$ cat src/otpct_pkg.sv
// Shared constants and types for the customer trim word access link.
package otpct_pkg;

    localparam int unsigned ADDR_W = 8;
    localparam int unsigned WORD_W = 24;
    localparam logic [7:0] TRIM_ONE_ADDR = 8'h3E;
    localparam logic [7:0] TRIM_TWO_ADDR = 8'h3F;
    localparam logic [23:0] TRIM_RESET = 24'h000000;

    // Operation code field at the top of each trim word.
    localparam int unsigned OP_MSB = 23;
    localparam int unsigned OP_LSB = 21;
    localparam logic [2:0] OP_STD_READ = 3'h1;
    localparam logic [2:0] OP_MARGIN_READ = 3'h2;
    localparam logic [2:0] OP_BLANK_CHECK = 3'h3;
    localparam logic [2:0] OP_BURN = 3'h4;
    localparam logic [2:0] OP_END_TRIM = 3'h7;

    // Fields of the first trim word.
    localparam int unsigned SETPOINT_MSB = 20;
    localparam int unsigned SETPOINT_LSB = 14;
    localparam int unsigned LIMIT_MSB = 13;
    localparam int unsigned LIMIT_LSB = 12;
    localparam int unsigned FREQ_MSB = 11;
    localparam int unsigned FREQ_LSB = 9;
    localparam int unsigned MOD_MSB = 8;
    localparam int unsigned MOD_LSB = 7;
    localparam int unsigned DEV_MSB = 6;
    localparam int unsigned DEV_LSB = 5;

    // Fields of the second trim word.
    localparam int unsigned PHASE_MSB = 20;
    localparam int unsigned PHASE_LSB = 19;
    localparam int unsigned MS_BIT = 18;
    localparam int unsigned DIS_MSB = 17;
    localparam int unsigned DIS_LSB = 16;
    localparam int unsigned SLOPE_MSB = 15;
    localparam int unsigned SLOPE_LSB = 10;
    localparam int unsigned GAIN_MSB = 9;
    localparam int unsigned GAIN_LSB = 8;
    localparam int unsigned AMP_DIS_BIT = 7;
    localparam int unsigned DITH_BIT = 6;
    localparam int unsigned DONE_BIT = 5;
    localparam int unsigned PAR_BIT = 0;

    // Fuse cells back bits 20 down to 5; bits 4 to 1 are reserved and read zero.
    localparam int unsigned CELL_MSB = 20;
    localparam int unsigned CELL_LSB = 5;
    localparam logic [1:0] LVL_MAX = 2'h3;
    localparam logic [1:0] STD_THRESH = 2'h1;
    localparam logic [1:0] MARGIN_THRESH = 2'h2;
    localparam logic [1:0] BLANK_THRESH = 2'h1;
    localparam logic [1:0] MAX_BURNS = 2'h3;

    // Host controller registers on AHB-Lite, byte offsets.
    localparam logic [3:0] HOST_CMD_OFF = 4'h0;
    localparam logic [3:0] HOST_WDATA_OFF = 4'h4;
    localparam logic [3:0] HOST_STATUS_OFF = 4'h8;
    localparam logic [3:0] HOST_RDATA_OFF = 4'hC;
    localparam int unsigned CMD_WRITE_BIT = 8;
    localparam int unsigned STAT_BUSY = 0;
    localparam int unsigned STAT_REFUSED = 1;
    localparam int unsigned STAT_SEQ_ERR = 2;
    localparam int unsigned STAT_BLANK_FIRST = 3;
    localparam int unsigned STAT_BURN_LSB = 4;
    localparam int unsigned STAT_MARGIN_OK = 6;
    localparam int unsigned STAT_FINAL_BLANK = 7;

    typedef enum logic [1:0] {
        LNK_IDLE = 2'b00,
        LNK_REQ = 2'b01,
        LNK_FIN = 2'b11
    } otpct_link_state_type;

endpackage

$ cat src/otpct_if.sv
// Word-level link between the trim host controller and the trim access logic.
`timescale 1ns/1ns
interface otpct_if;
    logic req;
    logic write;
    logic [7:0] addr;
    logic [23:0] wdata;
    logic ack;
    logic refused;
    logic [23:0] rdata;

    modport dev (
        input req,
        input write,
        input addr,
        input wdata,
        output ack,
        output refused,
        output rdata
    );

    modport host (
        output req,
        output write,
        output addr,
        output wdata,
        input ack,
        input refused,
        input rdata
    );
endinterface

$ cat src/otpct_parity.sv
// Odd parity bit generator over bits 23 down to 1 of a trim word.
`timescale 1ns/1ns
module otpct_parity (
    input wire logic [23:1] data,
    output logic par
);
    // The bit makes the count of ones over the whole word odd.
    assign par = ~(^data);
endmodule

$ cat src/otpct_device.sv
// Trim word access logic: two trim registers, fuse cell array and opcode handling.
// Notes on behaviour
// - Opcode field selects read, margin, blank, burn, end.
// - Access only in normal state, not after end.
// - First word field layout, reserved bits zero.
// - Second word field layout with end flag.
// - Sender puts odd parity in bit zero.
// - Unwritten cell reads zero, written reads one.
// - Blank check reads every cell of both words.
// - Margin read uses a stricter written threshold.
// - Host starts with a blank check.
// - Host loads bits, then issues burn.
// - Host burns at most three times.
// - Host verifies with a margin read.
// - Host finishes with another blank check.
//
// The AHB-Lite interface to the registers was left to the implementer.
`timescale 1ns/1ns
module otpct_device (
    input wire logic hclk,
    input wire logic hresetn,
    otpct_if.dev link,
    input wire logic normal_operating_state,
    output logic trim_final,
    output logic [6:0] default_output_setpoint,
    output logic [1:0] default_current_limit,
    output logic [2:0] default_switch_frequency,
    output logic [1:0] default_dither_modulation,
    output logic [1:0] default_dither_deviation,
    output logic [1:0] default_phase_count,
    output logic default_master_slave,
    output logic [1:0] default_converter_disable,
    output logic [5:0] default_slope_control,
    output logic [1:0] default_amp_gain,
    output logic default_amp_disable,
    output logic default_dither_enable,
    output logic trim_done_flag
);

    typedef logic [otpct_pkg::CELL_MSB:otpct_pkg::CELL_LSB][1:0] otpct_cells_type;

    typedef struct packed {
        logic [2:0] mode_sync;
        logic mode_ok;
        logic [1:0][23:0] word;
        otpct_cells_type [1:0] cells;
        logic done;
        logic ack;
        logic refused;
        logic [23:0] rdata;
    } otpct_dev_state_type;

    otpct_dev_state_type cur_ff;
    otpct_dev_state_type nxt_cur;
    logic wr_par;
    logic rd_par;
    logic [23:0] rd_word;

    ////////////////////////////////////////////////////////////////////////////////
    // Cell sensing: a cell reads one once its burn level reaches the threshold.

    // Sense every cell of one word against a threshold, giving word bit positions.
    function automatic logic [23:0] sense_word(input otpct_cells_type cells, input logic [1:0] thresh);
        logic [23:0] bits;
        bits = otpct_pkg::TRIM_RESET;
        for (int i = otpct_pkg::CELL_LSB; i <= otpct_pkg::CELL_MSB; i++) begin
            bits[i] = (cells[i] >= thresh);
        end
        return bits;
    endfunction

    // Field bits kept by a register load; reserved bits and the parity bit stay zero.
    function automatic logic [23:0] field_bits(input logic [23:0] w);
        logic [23:0] f;
        f = otpct_pkg::TRIM_RESET;
        f[otpct_pkg::CELL_MSB:otpct_pkg::CELL_LSB] = w[otpct_pkg::CELL_MSB:otpct_pkg::CELL_LSB];
        return f;
    endfunction

    ////////////////////////////////////////////////////////////////////////////////
    // Parity: check of the incoming word and generation for the outgoing one.

    otpct_parity u_wr_par (
        .data(link.wdata[23:1]),
        .par(wr_par)
    );

    // Read data shows the addressed register with a fresh parity bit.
    assign rd_word = (link.addr == otpct_pkg::TRIM_TWO_ADDR) ? cur_ff.word[1] : cur_ff.word[0];

    otpct_parity u_rd_par (
        .data(rd_word[23:1]),
        .par(rd_par)
    );

    ////////////////////////////////////////////////////////////////////////////////
    // Next state.

    // A request is served once: the answer pulse lands one cycle after req rises and
    // the host drops req on it, so a held req never runs an operation twice.
    always_comb begin
        logic sel;
        logic hit;
        logic granted;
        logic [2:0] op;
        logic [23:0] bits;
        logic [23:0] done_bits;
        sel = 1'b0;
        hit = 1'b0;
        granted = 1'b0;
        op = link.wdata[otpct_pkg::OP_MSB:otpct_pkg::OP_LSB];
        bits = otpct_pkg::TRIM_RESET;
        done_bits = sense_word(cur_ff.cells[1], otpct_pkg::STD_THRESH);
        nxt_cur = cur_ff;
        nxt_cur.ack = 1'b0;
        nxt_cur.refused = 1'b0;

        // The mode pin is taken only once the second and third stages agree.
        nxt_cur.mode_sync = {cur_ff.mode_sync[1:0], normal_operating_state};
        if (cur_ff.mode_sync[1] == cur_ff.mode_sync[2]) begin
            nxt_cur.mode_ok = cur_ff.mode_sync[2];
        end

        // An end flag found in a register or burned into its cell makes the trim final.
        if (cur_ff.word[1][otpct_pkg::DONE_BIT] || done_bits[otpct_pkg::DONE_BIT]) begin
            nxt_cur.done = 1'b1;
        end

        hit = (link.addr == otpct_pkg::TRIM_ONE_ADDR) || (link.addr == otpct_pkg::TRIM_TWO_ADDR);
        sel = (link.addr == otpct_pkg::TRIM_TWO_ADDR);
        granted = cur_ff.mode_ok && !cur_ff.done && hit;

        if (link.req && !cur_ff.ack) begin
            nxt_cur.ack = 1'b1;
            nxt_cur.rdata = otpct_pkg::TRIM_RESET;
            if (!granted) begin
                nxt_cur.refused = 1'b1;
            end else if (!link.write) begin
                nxt_cur.rdata = {rd_word[23:1], rd_par};
            end else if (link.wdata[otpct_pkg::PAR_BIT] != wr_par) begin
                // A corrupted word must not start a burn, so it changes nothing.
                nxt_cur.refused = 1'b1;
            end else begin
                nxt_cur.word[sel][otpct_pkg::OP_MSB:otpct_pkg::OP_LSB] = op;
                case (op)
                    otpct_pkg::OP_STD_READ: begin
                        bits = sense_word(cur_ff.cells[sel], otpct_pkg::STD_THRESH);
                        nxt_cur.word[sel] = {op, bits[20:0]};
                    end
                    otpct_pkg::OP_MARGIN_READ: begin
                        bits = sense_word(cur_ff.cells[sel], otpct_pkg::MARGIN_THRESH);
                        nxt_cur.word[sel] = {op, bits[20:0]};
                    end
                    otpct_pkg::OP_BLANK_CHECK: begin
                        // Both words are sensed so that every cell is covered at once.
                        for (int w = 0; w < 2; w++) begin
                            bits = sense_word(cur_ff.cells[w], otpct_pkg::BLANK_THRESH);
                            nxt_cur.word[w] = {op, bits[20:0]};
                        end
                    end
                    otpct_pkg::OP_BURN: begin
                        bits = field_bits(link.wdata);
                        nxt_cur.word[sel] = {op, bits[20:0]};
                        // Each burn strengthens the selected cells; the level saturates.
                        for (int i = otpct_pkg::CELL_LSB; i <= otpct_pkg::CELL_MSB; i++) begin
                            if (bits[i] && cur_ff.cells[sel][i] != otpct_pkg::LVL_MAX) begin
                                nxt_cur.cells[sel][i] = cur_ff.cells[sel][i] + 2'h1;
                            end
                        end
                    end
                    otpct_pkg::OP_END_TRIM: begin
                        nxt_cur.done = 1'b1;
                    end
                    default: begin
                        nxt_cur.word[sel][otpct_pkg::OP_MSB:otpct_pkg::OP_LSB] = op;
                    end
                endcase
            end
        end
    end

    ////////////////////////////////////////////////////////////////////////////////
    // State register.

    // The fuse levels reset with the logic; a real array keeps them through power down.
    always_ff @(posedge hclk or negedge hresetn) begin
        if (!hresetn) begin
            cur_ff <= '0;
        end else begin
            cur_ff <= nxt_cur;
        end
    end

    ////////////////////////////////////////////////////////////////////////////////
    // Outputs, all from flip-flops.

    // Link answer.
    assign link.ack = cur_ff.ack;
    assign link.refused = cur_ff.refused;
    assign link.rdata = cur_ff.rdata;

    // Trim defaults as held in the two registers.
    assign trim_final = cur_ff.done;
    assign default_output_setpoint = cur_ff.word[0][otpct_pkg::SETPOINT_MSB:otpct_pkg::SETPOINT_LSB];
    assign default_current_limit = cur_ff.word[0][otpct_pkg::LIMIT_MSB:otpct_pkg::LIMIT_LSB];
    assign default_switch_frequency = cur_ff.word[0][otpct_pkg::FREQ_MSB:otpct_pkg::FREQ_LSB];
    assign default_dither_modulation = cur_ff.word[0][otpct_pkg::MOD_MSB:otpct_pkg::MOD_LSB];
    assign default_dither_deviation = cur_ff.word[0][otpct_pkg::DEV_MSB:otpct_pkg::DEV_LSB];
    assign default_phase_count = cur_ff.word[1][otpct_pkg::PHASE_MSB:otpct_pkg::PHASE_LSB];
    assign default_master_slave = cur_ff.word[1][otpct_pkg::MS_BIT];
    assign default_converter_disable = cur_ff.word[1][otpct_pkg::DIS_MSB:otpct_pkg::DIS_LSB];
    assign default_slope_control = cur_ff.word[1][otpct_pkg::SLOPE_MSB:otpct_pkg::SLOPE_LSB];
    assign default_amp_gain = cur_ff.word[1][otpct_pkg::GAIN_MSB:otpct_pkg::GAIN_LSB];
    assign default_amp_disable = cur_ff.word[1][otpct_pkg::AMP_DIS_BIT];
    assign default_dither_enable = cur_ff.word[1][otpct_pkg::DITH_BIT];
    assign trim_done_flag = cur_ff.word[1][otpct_pkg::DONE_BIT];

endmodule

$ cat src/flat_wrapper.sv
// flat-port wrapper written by rule: the top's interface ports become plain ports
module otpct_device_flat 
  (hclk, hresetn, normal_operating_state, trim_final, default_output_setpoint, default_current_limit, default_switch_frequency, default_dither_modulation, default_dither_deviation, default_phase_count, default_master_slave, default_converter_disable, default_slope_control, default_amp_gain, default_amp_disable, default_dither_enable, trim_done_flag, link_req, link_write, link_addr, link_wdata, link_ack, link_refused, link_rdata);
  otpct_if link_i ();
  input wire logic hclk;
  input wire logic hresetn;
  input wire logic normal_operating_state;
  output logic trim_final;
  output logic [6:0] default_output_setpoint;
  output logic [1:0] default_current_limit;
  output logic [2:0] default_switch_frequency;
  output logic [1:0] default_dither_modulation;
  output logic [1:0] default_dither_deviation;
  output logic [1:0] default_phase_count;
  output logic default_master_slave;
  output logic [1:0] default_converter_disable;
  output logic [5:0] default_slope_control;
  output logic [1:0] default_amp_gain;
  output logic default_amp_disable;
  output logic default_dither_enable;
  output logic trim_done_flag;
  input wire logic [$bits(link_i.req)-1:0] link_req;
  input wire logic [$bits(link_i.write)-1:0] link_write;
  input wire logic [$bits(link_i.addr)-1:0] link_addr;
  input wire logic [$bits(link_i.wdata)-1:0] link_wdata;
  output wire logic [$bits(link_i.ack)-1:0] link_ack;
  output wire logic [$bits(link_i.refused)-1:0] link_refused;
  output wire logic [$bits(link_i.rdata)-1:0] link_rdata;
  assign link_i.req = link_req;
  assign link_i.write = link_write;
  assign link_i.addr = link_addr;
  assign link_i.wdata = link_wdata;
  assign link_ack = link_i.ack;
  assign link_refused = link_i.refused;
  assign link_rdata = link_i.rdata;
  otpct_device u_core (.hclk(hclk), .hresetn(hresetn), .link(link_i), .normal_operating_state(normal_operating_state), .trim_final(trim_final), .default_output_setpoint(default_output_setpoint), .default_current_limit(default_current_limit), .default_switch_frequency(default_switch_frequency), .default_dither_modulation(default_dither_modulation), .default_dither_deviation(default_dither_deviation), .default_phase_count(default_phase_count), .default_master_slave(default_master_slave), .default_converter_disable(default_converter_disable), .default_slope_control(default_slope_control), .default_amp_gain(default_amp_gain), .default_amp_disable(default_amp_disable), .default_dither_enable(default_dither_enable), .trim_done_flag(trim_done_flag));
endmodule
$ cat config.mk
export PLATFORM = sky130hd
export DESIGN_NAME = otpct_device_flat
export DESIGN_NICKNAME = d
export VERILOG_FILES = /design/src/otpct_pkg.sv /design/src/otpct_if.sv /design/src/otpct_parity.sv /design/src/otpct_device.sv /design/src/flat_wrapper.sv
export SDC_FILE = /design/constraint.sdc
export NUM_CORES = 1
export LEC_CHECK = 0
export BUFFER_PORTS_ARGS = -buffer_cell sky130_fd_sc_hd__buf_4
export CAP_MARGIN = 20
export CORE_ASPECT_RATIO = 0.6
export CORE_MARGIN = 4
export CORE_UTILIZATION = 30
export CTS_CLUSTER_DIAMETER = 80
export DETAILED_ROUTE_END_ITERATION = 7
export PLACE_DENSITY_LB_ADDON = 0.3
export SYNTH_ARGS = -nofsm -noshare
export SYNTH_HDL_FRONTEND = slang
export SYNTH_HIERARCHICAL = 1
export SYNTH_SLANG_ARGS = --single-unit
$ cat constraint.sdc
create_clock -name hclk -period 1.7 [get_ports hclk]
set_input_delay 0 -clock hclk [delete_from_list [all_inputs] [get_ports hclk]]
set_output_delay 0 -clock hclk [all_outputs]
set_load 0.005 [all_outputs]
# Word level (Yosys, flattened, before mapping)
# Index checks and enable logic that the tools add are counted.
# W data, S select, Z words.
[word_totals] reg_bits=143 inputBits=37 out_inout_bits=59 elab_cells=341
[op_classes] reduce_logical=28 n_addsub=16 eq_ne=25 order_cmp=66 n_bitwise=3 n_mux=163
[ops] cell="$mux W64" n=91
[ops] cell="$bwmux W64" n=16
[ops] cell="$demux W32 S1" n=16
[ops] cell="$bwmux W48" n=5
[ops] cell="$pmux W48 S5" n=1
[ops] cell="$mux W24" n=6
[ops] cell="$ge A2 B1 Y1 const B" n=48
[ops] cell="$mux W32" n=3
[ops] cell="$demux W24 S1" n=2
[ops] cell="$reduce_xor A23 Y1" n=2
[ops] cell="$add A2 B1 Y2 const B" n=16
[ops] cell="$ge A2 B2 Y1 const B" n=16
[ops] cell="$ne A2 B2 Y1 const B" n=16
[ops] cell="$mux W30" n=1
[ops] cell="$mux W28" n=1
[ops] cell="$mux W27" n=1
[ops] cell="$mux W26" n=1
[ops] cell="$mux W22" n=1
[ops] cell="$logic_and A1 B1 Y1" n=20
[ops] cell="$mux W20" n=1
[ops] cell="$mux W18" n=1
[ops] cell="$eq A8 B6 Y1 const B" n=2
[ops] cell="$mux W16" n=1
[ops] cell="$mux W14" n=1
[ops] cell="19 further kinds" n=32

# Logic depth before layout (Yosys ltp)
# Gate-level depths: netlist of run 1.
[depth] depth_word=112 mapped_depth=16 depth_no_buf=11

# By module
# The synthesis of run 1 kept the hierarchy.
[by_module_without_submodules] module="otpct_device" seq_area_each_um2=3528.4 cells_each=946 n_inst=1 area_per_inst_um2=8717.1
[by_module_without_submodules] module="otpct_parity" seq_area_each_um2=0.0 cells_each=21 n_inst=2 area_per_inst_um2=197.7

# Worst setup path after synthesis of run 1
# No wires, ideal clock.
[synth_timing] kind="input -> register" start="in link_wdata[6]" end="reg u_core/cur_ff[60] in the netlist's numbering" setup_time_ns=0.128 t_arrival_ns=2.301 n_path_buf=1 required_ns=1.572 path_slack_ns=-0.729 path_stages=10 path_cell_list="xor2_1 xnor2_1 xnor2_1 xnor3_1 xor2_1 nor3_4 nand3_1 buf_2 nor3b_2 mux2_1"
[synth_via] elab_cells_between_ends=105 cone_classes="1 x eq/ne; 99 x mux; 2 x bitwise; 3 x reduce/logical"
[synth_rtl] element="start, declared" line="flat_wrapper.sv:25" source="input wire logic [$bits(link_i.wdata)-1:0] link_wdata;"
[synth_rtl] element="$reduce_xor A23 Y1" line="otpct_parity.sv:8" source="assign par = ~(^data);"
[synth_rtl] element="$not A1 Y1" line="otpct_parity.sv:8"
[synth_rtl] element="named net u_core.wr_par" line="otpct_device.sv:55" source="logic wr_par;"
[synth_rtl] element="$ne A1 B1 Y1" line="otpct_device.sv:140" source="end else if (link.wdata[otpct_pkg::PAR_BIT] != wr_par) begin"
[synth_rtl] element="$not A1 Y1 (no line)"
[synth_rtl] element="$reduce_and A5 Y1 (no line)"
[synth_rtl] element="end signal, assigned" line="otpct_device.sv:190" source="cur_ff <= nxt_cur;"
[synth_rtl] element="end, declared" line="otpct_device.sv:53" source="otpct_dev_state_type cur_ff;"
# The timed path passes the listed nets, and every way through them passes these cells. The select of a mux whose other input is x is not followed.
# A chain may end at the register's enable or synchronous reset.

# Final worst setup path of run 1
[layout_timing] start="in link_wdata[12]" end="reg u_core/cur_ff[56] in the netlist's numbering"
# The elaborated chain is that of the path after synthesis.

==> impl_metrics.env, run 1 <==
export IMPL_drive_above_1_share_pct=39.82
export IMPL_start_util_pct=30.46
export IMPL_fin_ws_ns=-0.5332
export IMPL_clock_sinks=141
export IMPL_clock_latency_ns=0.45
export IMPL_ys_top_cells_by_area="dfrtp_1, nand2_1, xnor2_1, ha_1, buf_4"
export IMPL_path_clk_slew_ns=0.06
export IMPL_rsz0062_at_grt="true"
export IMPL_gp_congestion=0.8783
export IMPL_r2r_cells=7
export IMPL_max_vdd_ir_drop_v=0.0007112
export IMPL_detailed_place_hpwl_mm=22.91
export IMPL_synthDistinctLibCells=61
export IMPL_r2r_slack_ns=-0.38
export IMPL_avgSynthCellArea_sq_um=9.223
export IMPL_rows=49
export IMPL_root_buffer="clkbuf_16"
export IMPL_core_area_sq_mm=0.02992
export IMPL_dieArea_sq_mm=0.03332
export IMPL_crit_path_start="link_wdata[12]"
export IMPL_syn_nets=1057
export IMPL_wl_per_cell_um=20.48
export IMPL_synthFlopType="dfrtp_1"
export IMPL_yosysSeqAreaShare_pct=38.72
export IMPL_crit_type="in -> reg"
export IMPL_overflow=0
export IMPL_syn_inst=988
export IMPL_ys_top_cells_by_count="nand2_1, dfrtp_1, buf_4"
export IMPL_timing_fmax_ghz=0.4478
export IMPL_min_period_over_period_pct=131.4
export IMPL_vias=8459
export IMPL_critPathRequiredTime_ns=2.03
export IMPL_netlist_area_leader_share_pct=38.72
export IMPL_p_per_area_mw_per_mm2=674.0
export IMPL_startpoint_type="primary input"
export IMPL_syn_area_sq_mm=0.009112
export IMPL_drt_iter0_drc=836
export IMPL_endpoint_kind="flop"
export IMPL_synth_most_common_cell="nand2_1"
export IMPL_dpl_cell_count=1587
export IMPL_antennaDiodeCount=0
export IMPL_clock_path_buffers=2
export IMPL_antenna_found_initial=0
export IMPL_violations="setup timing"
export IMPL_hold_viol_final=0
export IMPL_grt_pass1_wl_mm=51.01
export IMPL_status="complete, but fails checks"
export IMPL_worstPathArrival_ns=2.56
export IMPL_worstMarginPinSlew_ns=0.7996
export IMPL_leakage_nw=6.312
export IMPL_wl_mm=33.40
export IMPL_grt_start_max_net_pins=75
export IMPL_die_height_um=143
export IMPL_cts_buffers=17
export IMPL_finalSetupViolations=112
export IMPL_worstSetupEndpoint="u_core/cur_ff[56]"
export IMPL_path_max_fanout=7
export IMPL_drc_errors=0
export IMPL_fin_cells=1631
export IMPL_total_power_w=0.008832
export IMPL_synthArstFlopShare_pct=100.0
export IMPL_io_buffers=95
export IMPL_tns_ns=-41.68
export IMPL_pin_count=96
export IMPL_synth_edf_count=0
export IMPL_r2r_start="u_core/trim_final"
export IMPL_grt_use_total_pct=20.25
export IMPL_area_delta_synth_final_pct=43.80
export IMPL_synth_largest_area_cell="dfrtp_1"
export IMPL_hold_class="in -> reg"
export IMPL_max_cap_viol_count=0
export IMPL_first_pass_iters=5
export IMPL_nets=1279
export IMPL_htree_levels=4
export IMPL_skew_ns=0.008614
export IMPL_slew_headroom_pct=46.69
export IMPL_fin_util_pct=43.80
export IMPL_die_w_um=233
export IMPL_drv_slew=0
export IMPL_yosys_register_bits=141
export IMPL_ant_nets=0
export IMPL_vias_per_cell=5.186
export IMPL_period_minus_slack_ns=2.233
export IMPL_synth_yosys_warnings=6
export IMPL_cts_tree="yes"
export IMPL_grt_pass1_vias=8435
export IMPL_r2r_end="u_core/cur_ff[56]"
## area by class of cell
cell class	count	area (sq um)
Tap cell	408	510.5
Multi-Input combinational cell	694	5584
Fill cell	2919	16810
Clock buffer	19	452.9
Sequential cell	141	3528
Clock inverter	13	217.7
Inverter	36	135.1
Timing Repair Buffer	320	2675
## flip-flops by register name (all words and copies together), names as in the netlist, 2 cells and up
name	flops
u_core/cur_ff	82
u_core/link.rdata	24
u_core/default_output_setpoint	7
u_core/default_slope_control	6
u_core/default_switch_frequency	3
u_core/default_amp_gain	2
u_core/default_converter_disable	2
u_core/default_current_limit	2
u_core/default_dither_deviation	2
u_core/default_dither_modulation	2
u_core/default_phase_count	2
## worst max-delay path, stage by stage
cell and delay (ns):
buf_6 0.13, xor2_4 0.25, xnor2_4 0.16, xnor2_2 0.13, xnor3_1 0.45, xor2_2 0.18, nor3_4 0.23, buf_6 0.14
and4_4 0.25, buf_8 0.16, nand3b_1 0.15, mux2_4 0.33
## layer usage
layer	GRT usage (%)	vias up	wire length, um
met1	29.63	4218	15840
met4	5.090	0	494
met2	30.13	330	14690
li1	-	3872	-
met3	4.825	39	2378
met5	0	-	0
## through the flow
step	hold WS [ns]	instance area [sq um]	setup WS (ns)
4_1_cts	0.01121	12720	-0.4510
3_5_place_dp	0.00008346	11430	-1.107
2_1_floorplan	-0.2956	9269	-0.6335
6_report	0.04548	13100	-0.5332
3_3_place_gp	-0.002363	11430	-1.032
5_1_grt	0.03572	13100	-0.5555
## kinds of logic (layout without fill, tap and decap cells)
| logic type | Yosys count | after routing | share of synthesized area [%] |
|---|---|---|---|
| AOI/OAI and AO/OA | 223 | 224 | 17.67 |
| DFF | 141 | 141 | 38.72 |
| buffers and inverters | 154 | 388 | 9.076 |
| adders and majority gates | 33 | 33 | 4.504 |
| muxes | 39 | 39 | 4.737 |
| and+or+nand+nor | 322 | 322 | 17.69 |
| xor gates and xnor gates | 76 | 76 | 7.607 |
## worst min path at each step
| stage | from | cells past startpoint | slack (ns) | end |
|---|---|---|---|---|
| 2_1_floorplan | hresetn | 0 | -0.30 | u_core/cur_ff[112] |
| 3_5_place_dp | hresetn | 1 | 0.00008 | u_core/cur_ff[64] |
| 3_3_place_gp | hresetn | 1 | -0.002 | u_core/cur_ff[64] |
| 4_1_cts | link_req | 4 | 0.01 | u_core/link.ack |
| 5_1_grt | link_req | 4 | 0.04 | u_core/link.ack |
| 6_report | link_req | 4 | 0.05 | u_core/link.ack |
## layout by cell type (no fill, tap or decap), types with 7 or more instances in the layout
cell type	synthesis	routed
buf_4	53	275
nand2_1	180	172
dfrtp_1	141	141
a21oi_1	48	40
ha_1	32	30
nand2b_1	27	27
inv_1	26	25
buf_6	3	24
xnor2_1	48	24
a32o_1	24	24
mux2_4	0	23
nor2_1	26	23
o311ai_0	20	20
nor3_1	19	18
xor2_1	26	18
clkbuf_16	0	17
a22oi_1	17	17
xnor2_2	0	17
o21ai_0	19	16
nand3b_1	15	15
o221ai_1	13	13
a22o_1	13	13
o21ai_1	13	12
inv_2	10	11
nor3b_4	0	10
buf_12	0	10
nor2b_1	10	9
a211oi_1	9	9
mux2_1	26	7
a21oi_2	0	7
o21a_1	7	7
xnor2_4	0	7
## what timing repair did
item,in CTS,in global routing
resized for setup,93,81
hold endpoints to repair,126,1
gates cloned,3,0
pin swaps,45,40
hold buffers,4,1
buffers inserted,10,3
endpoints found under the setup margin,112,112
## power breakdown
| group | switching [W] | total [W] | internal (W) |
|---|---|---|---|
| sequential | 0.00000389 | 0.00337 | 0.00337 |
| clock | 0.00153 | 0.00434 | 0.00281 |
| combinational | 0.000580 | 0.00112 | 0.000539 |
| total | 0.00212 | 0.00883 | 0.00671 |
(Power assumes the default switching activity.)
==> inputs of run 2 (changes only) <==
Settings changed: REMOVE_ABC_BUFFERS set to 1.
==> impl_metrics.env, run 2 (synthesized netlist as in run 1, its figures left out) <==
export IMPL_status="complete, but fails checks"
export IMPL_violations="setup timing"
export IMPL_clock_sinks=141
export IMPL_antenna_found_initial=0
export IMPL_holdPathStages=4
export IMPL_grt_start_max_net_pins=45
export IMPL_grt_pass1_vias=8554
export IMPL_area_delta_synth_final_pct=47.32
export IMPL_cp_num_cells=12
export IMPL_hold_start="link_wdata[20]"
export IMPL_vias=8533
export IMPL_crit_family="XOR/XNOR gates"
export IMPL_ant_nets=0
export IMPL_path_max_fanout=8
export IMPL_wl_mm=33.96
export IMPL_r2r_end="u_core/cur_ff[28]"
export IMPL_r2r_cells=8
export IMPL_nFillCells=2876
export IMPL_critical_path_slowest_cell="xnor3_1"
export IMPL_io_buffers=95
export IMPL_grt_use_total_pct=20.49
export IMPL_max_vdd_ir_drop_v=0.0006568
export IMPL_most_common_layout_cells="buf_4, nand2_1, dfrtp_1"
export IMPL_die_height_um=143
export IMPL_worstMarginPinSlew_ns=0.5258
export IMPL_start_util_pct=30.46
export IMPL_worstPathArrival_ns=2.60
export IMPL_hold_class="in -> reg"
export IMPL_first_pass_iters=5
export IMPL_slew_headroom_pct=64.50
export IMPL_timing_fmax_ghz=0.4396
export IMPL_finalSetupViolations=112
export IMPL_clock_latency_ns=0.45
export IMPL_path_clk_slew_ns=0.07
export IMPL_antennaDiodeCount=0
export IMPL_rsz0062_at_grt="true"
export IMPL_largest_register="u_core/cur_ff"
export IMPL_total_power_w=0.008113
export IMPL_design_area_sq_mm=0.01342
export IMPL_cts_tree="yes"
export IMPL_path_cells="buf_12 > xor2_4 > xnor2_2 > xnor2_1 > xnor3_1 > xor2_2 > nor3_4 > buf_6 > and4_4 > buf_12 > nand3b_1 > mux2_4"
export IMPL_period_minus_slack_ns=2.275
export IMPL_pin_count=96
export IMPL_r2r_start="u_core/trim_final"
export IMPL_critPathRequiredTime_ns=2.03
export IMPL_drive_above_1_share_pct=43.47
export IMPL_crit_path_start="link_wdata[12]"
export IMPL_place_area_sq_mm=0.01143
export IMPL_largest_reg_flops=82
export IMPL_nets=1312
export IMPL_overflow=0
export IMPL_whs_endpoint="u_core/default_output_setpoint[6]"
export IMPL_wl_per_cell_um=20.41
export IMPL_hold_viol_final=0
export IMPL_drc_errors=0
export IMPL_min_period_over_period_pct=133.8
export IMPL_detailed_place_hpwl_mm=23.60
export IMPL_die_w_um=233
export IMPL_fin_ws_ns=-0.5748
export IMPL_htree_levels=4
export IMPL_max_cap_viol_count=0
export IMPL_crit_type="in -> reg"
export IMPL_leakage_nw=6.473
export IMPL_critPathMaxStageDelay_ns=0.46
export IMPL_startpoint_type="primary input"
export IMPL_final_common_cell="buf_4"
export IMPL_dieArea_sq_mm=0.03332
export IMPL_cts_buffers=17
export IMPL_rows=49
export IMPL_vias_per_cell=5.128
export IMPL_p_per_area_mw_per_mm2=604.4
export IMPL_drv_slew=0
export IMPL_r2r_slack_ns=-0.36
export IMPL_grt_pass1_wl_mm=51.64
export IMPL_gp_congestion=0.8525
export IMPL_critPathBufInv=3
export IMPL_skew_ns=0.01041
export IMPL_fin_util_pct=44.87
export IMPL_drt_iter0_drc=932
export IMPL_root_buffer="clkbuf_16"
export IMPL_endpoint_kind="flop"
export IMPL_core_area_sq_mm=0.02992
export IMPL_cp_common_cell="buf_12"
export IMPL_clock_path_buffers=2
[run 2: power by group]
group	total (W)	leakage, nW	switching (W)	internal [W]
logic	0.00110	4.26	0.000599	0.000501
registers	0.00337	1.95	0.00000350	0.00336
clock network	0.00364	0.260	0.00160	0.00204
[run 2: worst reg2reg max path, cell delays in order (launching register included)]
cell       delay (ns)
dfrtp_1          0.38
nand4bb_1        0.18
buf_4            0.18
nor3_4           0.15
buf_6            0.13
and4_4           0.26
buf_12           0.17
nand3b_1         0.15
mux2_4           0.34
[run 2: worst max-delay path by stage]
stage,to,slack [ns]
after floorplan,u_core/cur_ff[58],-1.87
after global placement,u_core/link.rdata[0],-1.36
after detailed placement,u_core/link.rdata[0],-1.40
after CTS,u_core/cur_ff[28],-0.48
after global routing,u_core/cur_ff[30],-0.58
final,u_core/cur_ff[28],-0.57
[run 2: what timing repair did]
action	4_1_cts	5_1_grt
cloned	3	0
hold buffers	3	0
setup buffers	26	17
resized for setup	130	98
pin swaps	57	70
hold endpoints to repair	143	0
endpoints found under the setup margin	117	112
[run 2: routing by layer]
| layer | track usage, % | part of all wire [%] |
|---|---|---|
| met4 | 4.461 | 1.3 |
| met1 | 30.03 | 46 |
| met5 | 0 | 0 |
| met2 | 30.50 | 43 |
| met3 | 5.283 | 9.0 |
[run 2: final cells by class]
class / instances / area (sq um) / area share, %
flip-flops and latches: 141 / 3528 / 26.28
well taps: 408 / 510.5 / 3.803
repair buffers: 354 / 3092 / 23.03
multi-input cells: 693 / 5598 / 41.70
clock inverters: 14 / 121.4 / 0.9041
clock buffers: 18 / 439.2 / 3.272
inverters: 36 / 135.1 / 1.007
[run 2: through the flow]
stage | cells | hold WS (ns) | setup slack [ns] | setup TNS, ns
after floorplan | 870 | -0.2956 | -1.874 | -165.14
after global placement | 1591 | -0.02861 | -1.356 | -124.33
after detailed placement | 1591 | -0.02960 | -1.403 | -130.91
after CTS | 1651 | 0.01269 | -0.4750 | -36.22
after global routing | 1664 | 0.04595 | -0.5849 | -50.29
final | 1664 | 0.03432 | -0.5748 | -44.98
==> inputs of run 3 (changes only) <==
Settings changed: ABC_AREA set to 1, SYNTH_HIERARCHICAL 1 to unset.
==> impl_metrics.env, run 3 <==
export IMPL_clock_latency_ns=0.45
export IMPL_hold_class="in -> reg"
export IMPL_wl_per_cell_um=15.73
export IMPL_yosys_register_bits=141
export IMPL_dpl_cell_count=2163
export IMPL_max_cap_viol_count=0
export IMPL_synth_fa_ha_area_share_pct=4.531
export IMPL_slew_headroom_pct=58.73
export IMPL_hold_start="link_req"
export IMPL_leakage_nw=7.830
export IMPL_antennaDiodeCount=0
export IMPL_synth_yosys_warnings=0
export IMPL_r2r_end="u_core.cur_ff[50]"
export IMPL_area_delta_synth_final_pct=43.47
export IMPL_largest_reg_flops=82
export IMPL_cts_tree="yes"
export IMPL_fin_cells=2231
export IMPL_synth_most_common_cell="nand2_1"
export IMPL_first_pass_iters=6
export IMPL_start_util_pct=30.86
export IMPL_io_buffers=95
export IMPL_skew_ns=0.007376
export IMPL_violations="setup timing"
export IMPL_ys_top_cells_by_area="dfrtp_1, nand2_1, o21ai_0, inv_1, nand3_1"
export IMPL_synthArstFlopShare_pct=100.0
export IMPL_crit_type="reg -> reg"
export IMPL_vias_per_cell=4.727
export IMPL_die_height_um=150.6
export IMPL_cts_buffers=17
export IMPL_drc_errors=0
export IMPL_ys_top_cells_by_count="nand2_1, o21ai_0, inv_1"
export IMPL_startpoint_type="flop"
export IMPL_design_area_sq_mm=0.01458
export IMPL_clock_path_buffers=2
export IMPL_grt_start_max_net_pins=42
export IMPL_antenna_found_initial=0
export IMPL_p_per_area_mw_per_mm2=601.6
export IMPL_synth_area_mux_share_pct=0
export IMPL_r2r_slack_ns=-0.31
export IMPL_path_clk_slew_ns=0.06
export IMPL_synth_xor_area_share_pct=2.044
export IMPL_avgSynthCellArea_sq_um=6.807
export IMPL_overflow=0
export IMPL_fin_ws_ns=-0.3092
export IMPL_detailed_place_hpwl_mm=25.07
export IMPL_final_common_cell="nand2_1"
export IMPL_grt_pass1_vias=9721
export IMPL_grt_use_total_pct=18.73
export IMPL_whs_endpoint="u_core.link.ack"
export IMPL_max_vdd_ir_drop_v=0.0007314
export IMPL_worstMarginPinSlew_ns=0.6184
export IMPL_grt_pass1_wl_mm=53.76
export IMPL_synth_edf_count=0
export IMPL_critPathRequiredTime_ns=2.04
export IMPL_most_common_layout_cells="nand2_1, buf_4, inv_1"
export IMPL_synth_largest_area_cell="dfrtp_1"
export IMPL_period_minus_slack_ns=2.009
export IMPL_hold_viol_final=0
export IMPL_finalSetupViolations=111
export IMPL_synthDistinctLibCells=41
export IMPL_min_period_over_period_pct=118.2
export IMPL_timing_fmax_ghz=0.4977
export IMPL_die_w_um=245.6
export IMPL_pin_count=96
export IMPL_dieArea_sq_mm=0.03698
export IMPL_htree_levels=4
export IMPL_holdPathStages=5
export IMPL_drv_slew=0
export IMPL_synth_compound_area_share_pct=13.26
export IMPL_status="complete, but fails checks"
export IMPL_synthSimpleGateAreaFrac_pct=31.69
export IMPL_worstPathArrival_ns=2.34
export IMPL_synth_top_family_by_area="simple AND/OR/NAND/NOR gates"
export IMPL_gp_congestion=0.8500
export IMPL_clock_sinks=141
export IMPL_yosysSeqAreaShare_pct=34.72
export IMPL_ant_nets=0
export IMPL_syn_inst=1493
export IMPL_endpoint_kind="flop"
export IMPL_wl_mm=35.09
export IMPL_netlist_area_leader_share_pct=34.72
export IMPL_drt_iter0_drc=861
export IMPL_largest_register="u_core.cur_ff"
export IMPL_syn_area_sq_mm=0.01016
export IMPL_core_area_sq_mm=0.03293
export IMPL_r2r_cells=13
export IMPL_drive_above_1_share_pct=33.75
export IMPL_place_area_sq_mm=0.01272
export IMPL_synthFlopType="dfrtp_1"
export IMPL_root_buffer="clkbuf_16"
export IMPL_rsz0062_at_grt="true"
export IMPL_path_max_fanout=6
export IMPL_rows=51
export IMPL_vias=10550
export IMPL_nets=1843
export IMPL_r2r_start="u_core.trim_final"
## run 3: how the worst max path moves through the flow
stage / start / endpoint / slack, ns / cells past startpoint
finish: u_core.trim_final / u_core.cur_ff[50] / -0.31 / 13
global route: u_core.trim_final / u_core.cur_ff[49] / -0.45 / 13
CTS: u_core.trim_final / u_core.default_amp_disable / -0.37 / 15
detailed placement: link_wdata[21] / u_core.cur_ff[44] / -0.66 / 18
global placement: link_wdata[21] / u_core.cur_ff[55] / -0.63 / 18
floorplan: link_addr[6] / u_core.cur_ff[31] / -6.12 / 15
## run 3: critical path, cell delays in order, from the launching register on
cell	delay, ns
dfrtp_1	0.40
inv_2	0.09
nand3_2	0.06
nor4_2	0.13
buf_4	0.19
nand2_4	0.06
nor2_4	0.11
buf_6	0.11
nand3_4	0.17
buf_12	0.22
nor2_8	0.14
nand2_2	0.08
nand2_1	0.07
nand2_1	0.05
## run 3: report_power, final
| group | switching (W) | leakage, nW | internal [W] |
|---|---|---|---|
| Combinational | 0.000539 | 5.58 | 0.000336 |
| Clock | 0.00157 | 0.331 | 0.00296 |
| Sequential | 0.00000447 | 1.92 | 0.00336 |
| Total | 0.00211 | 7.83 | 0.00666 |
## run 3: per-layer routing
layer | up-vias | share of wire [%] | track usage, %
met5 | - | 0 | 0
met2 | 306 | 42 | 27.31
met1 | 4978 | 48 | 27.52
met3 | 29 | 8.2 | 5.002
li1 | 5234 | - | -
met4 | 0 | 1.5 | 4.506
## run 3: cell families (layout without fill, tap and decap cells)
family / Yosys count / after routing
AO/OA/AOI/OAI: 256 / 256
XOR/XNOR: 22 / 22
adder cells (fa/ha/maj): 37 / 37
buffers and inverters: 301 / 588
flip-flops: 141 / 141
AND/OR/NAND/NOR: 736 / 737
## run 3: per-stage QoR
step / util, % / TNS, ns / setup slack (ns) / power [W] / hold slack, ns
after floorplan: - / -626.60 / -6.122 / 0.003759 / -0.2956
after global placement: 38.63 / -61.38 / -0.6265 / 0.004238 / -0.02758
after detailed placement: 38.63 / -62.92 / -0.6586 / 0.004246 / -0.02805
after CTS: 42.10 / -35.20 / -0.3688 / 0.008840 / 0.006000
after global routing: 44.28 / -41.74 / -0.4506 / 0.009065 / 0.01703
final: 44.28 / -24.31 / -0.3092 / 0.008772 / 0.03385
## run 3: final cells by class
type | count | area, sq um
fillers | 3291 | 18350
multi-input cells | 1052 | 5839
flip-flops and latches | 141 | 3531
repair buffers | 372 | 3229
inverters | 186 | 725.7
well taps | 450 | 563.0
clock buffers | 19 | 452.9
clock inverters | 11 | 239.0
## run 3: repair_timing
action / 4_1_cts / 5_1_grt
setup endpoints to repair: 134 / 135
endpoints found under the hold margin: 143 / 0
pin swaps: 12 / 36
buffers inserted: 14 / 19
gates resized for setup: 81 / 181
hold buffers: 3 / 0
gates cloned: 4 / 3
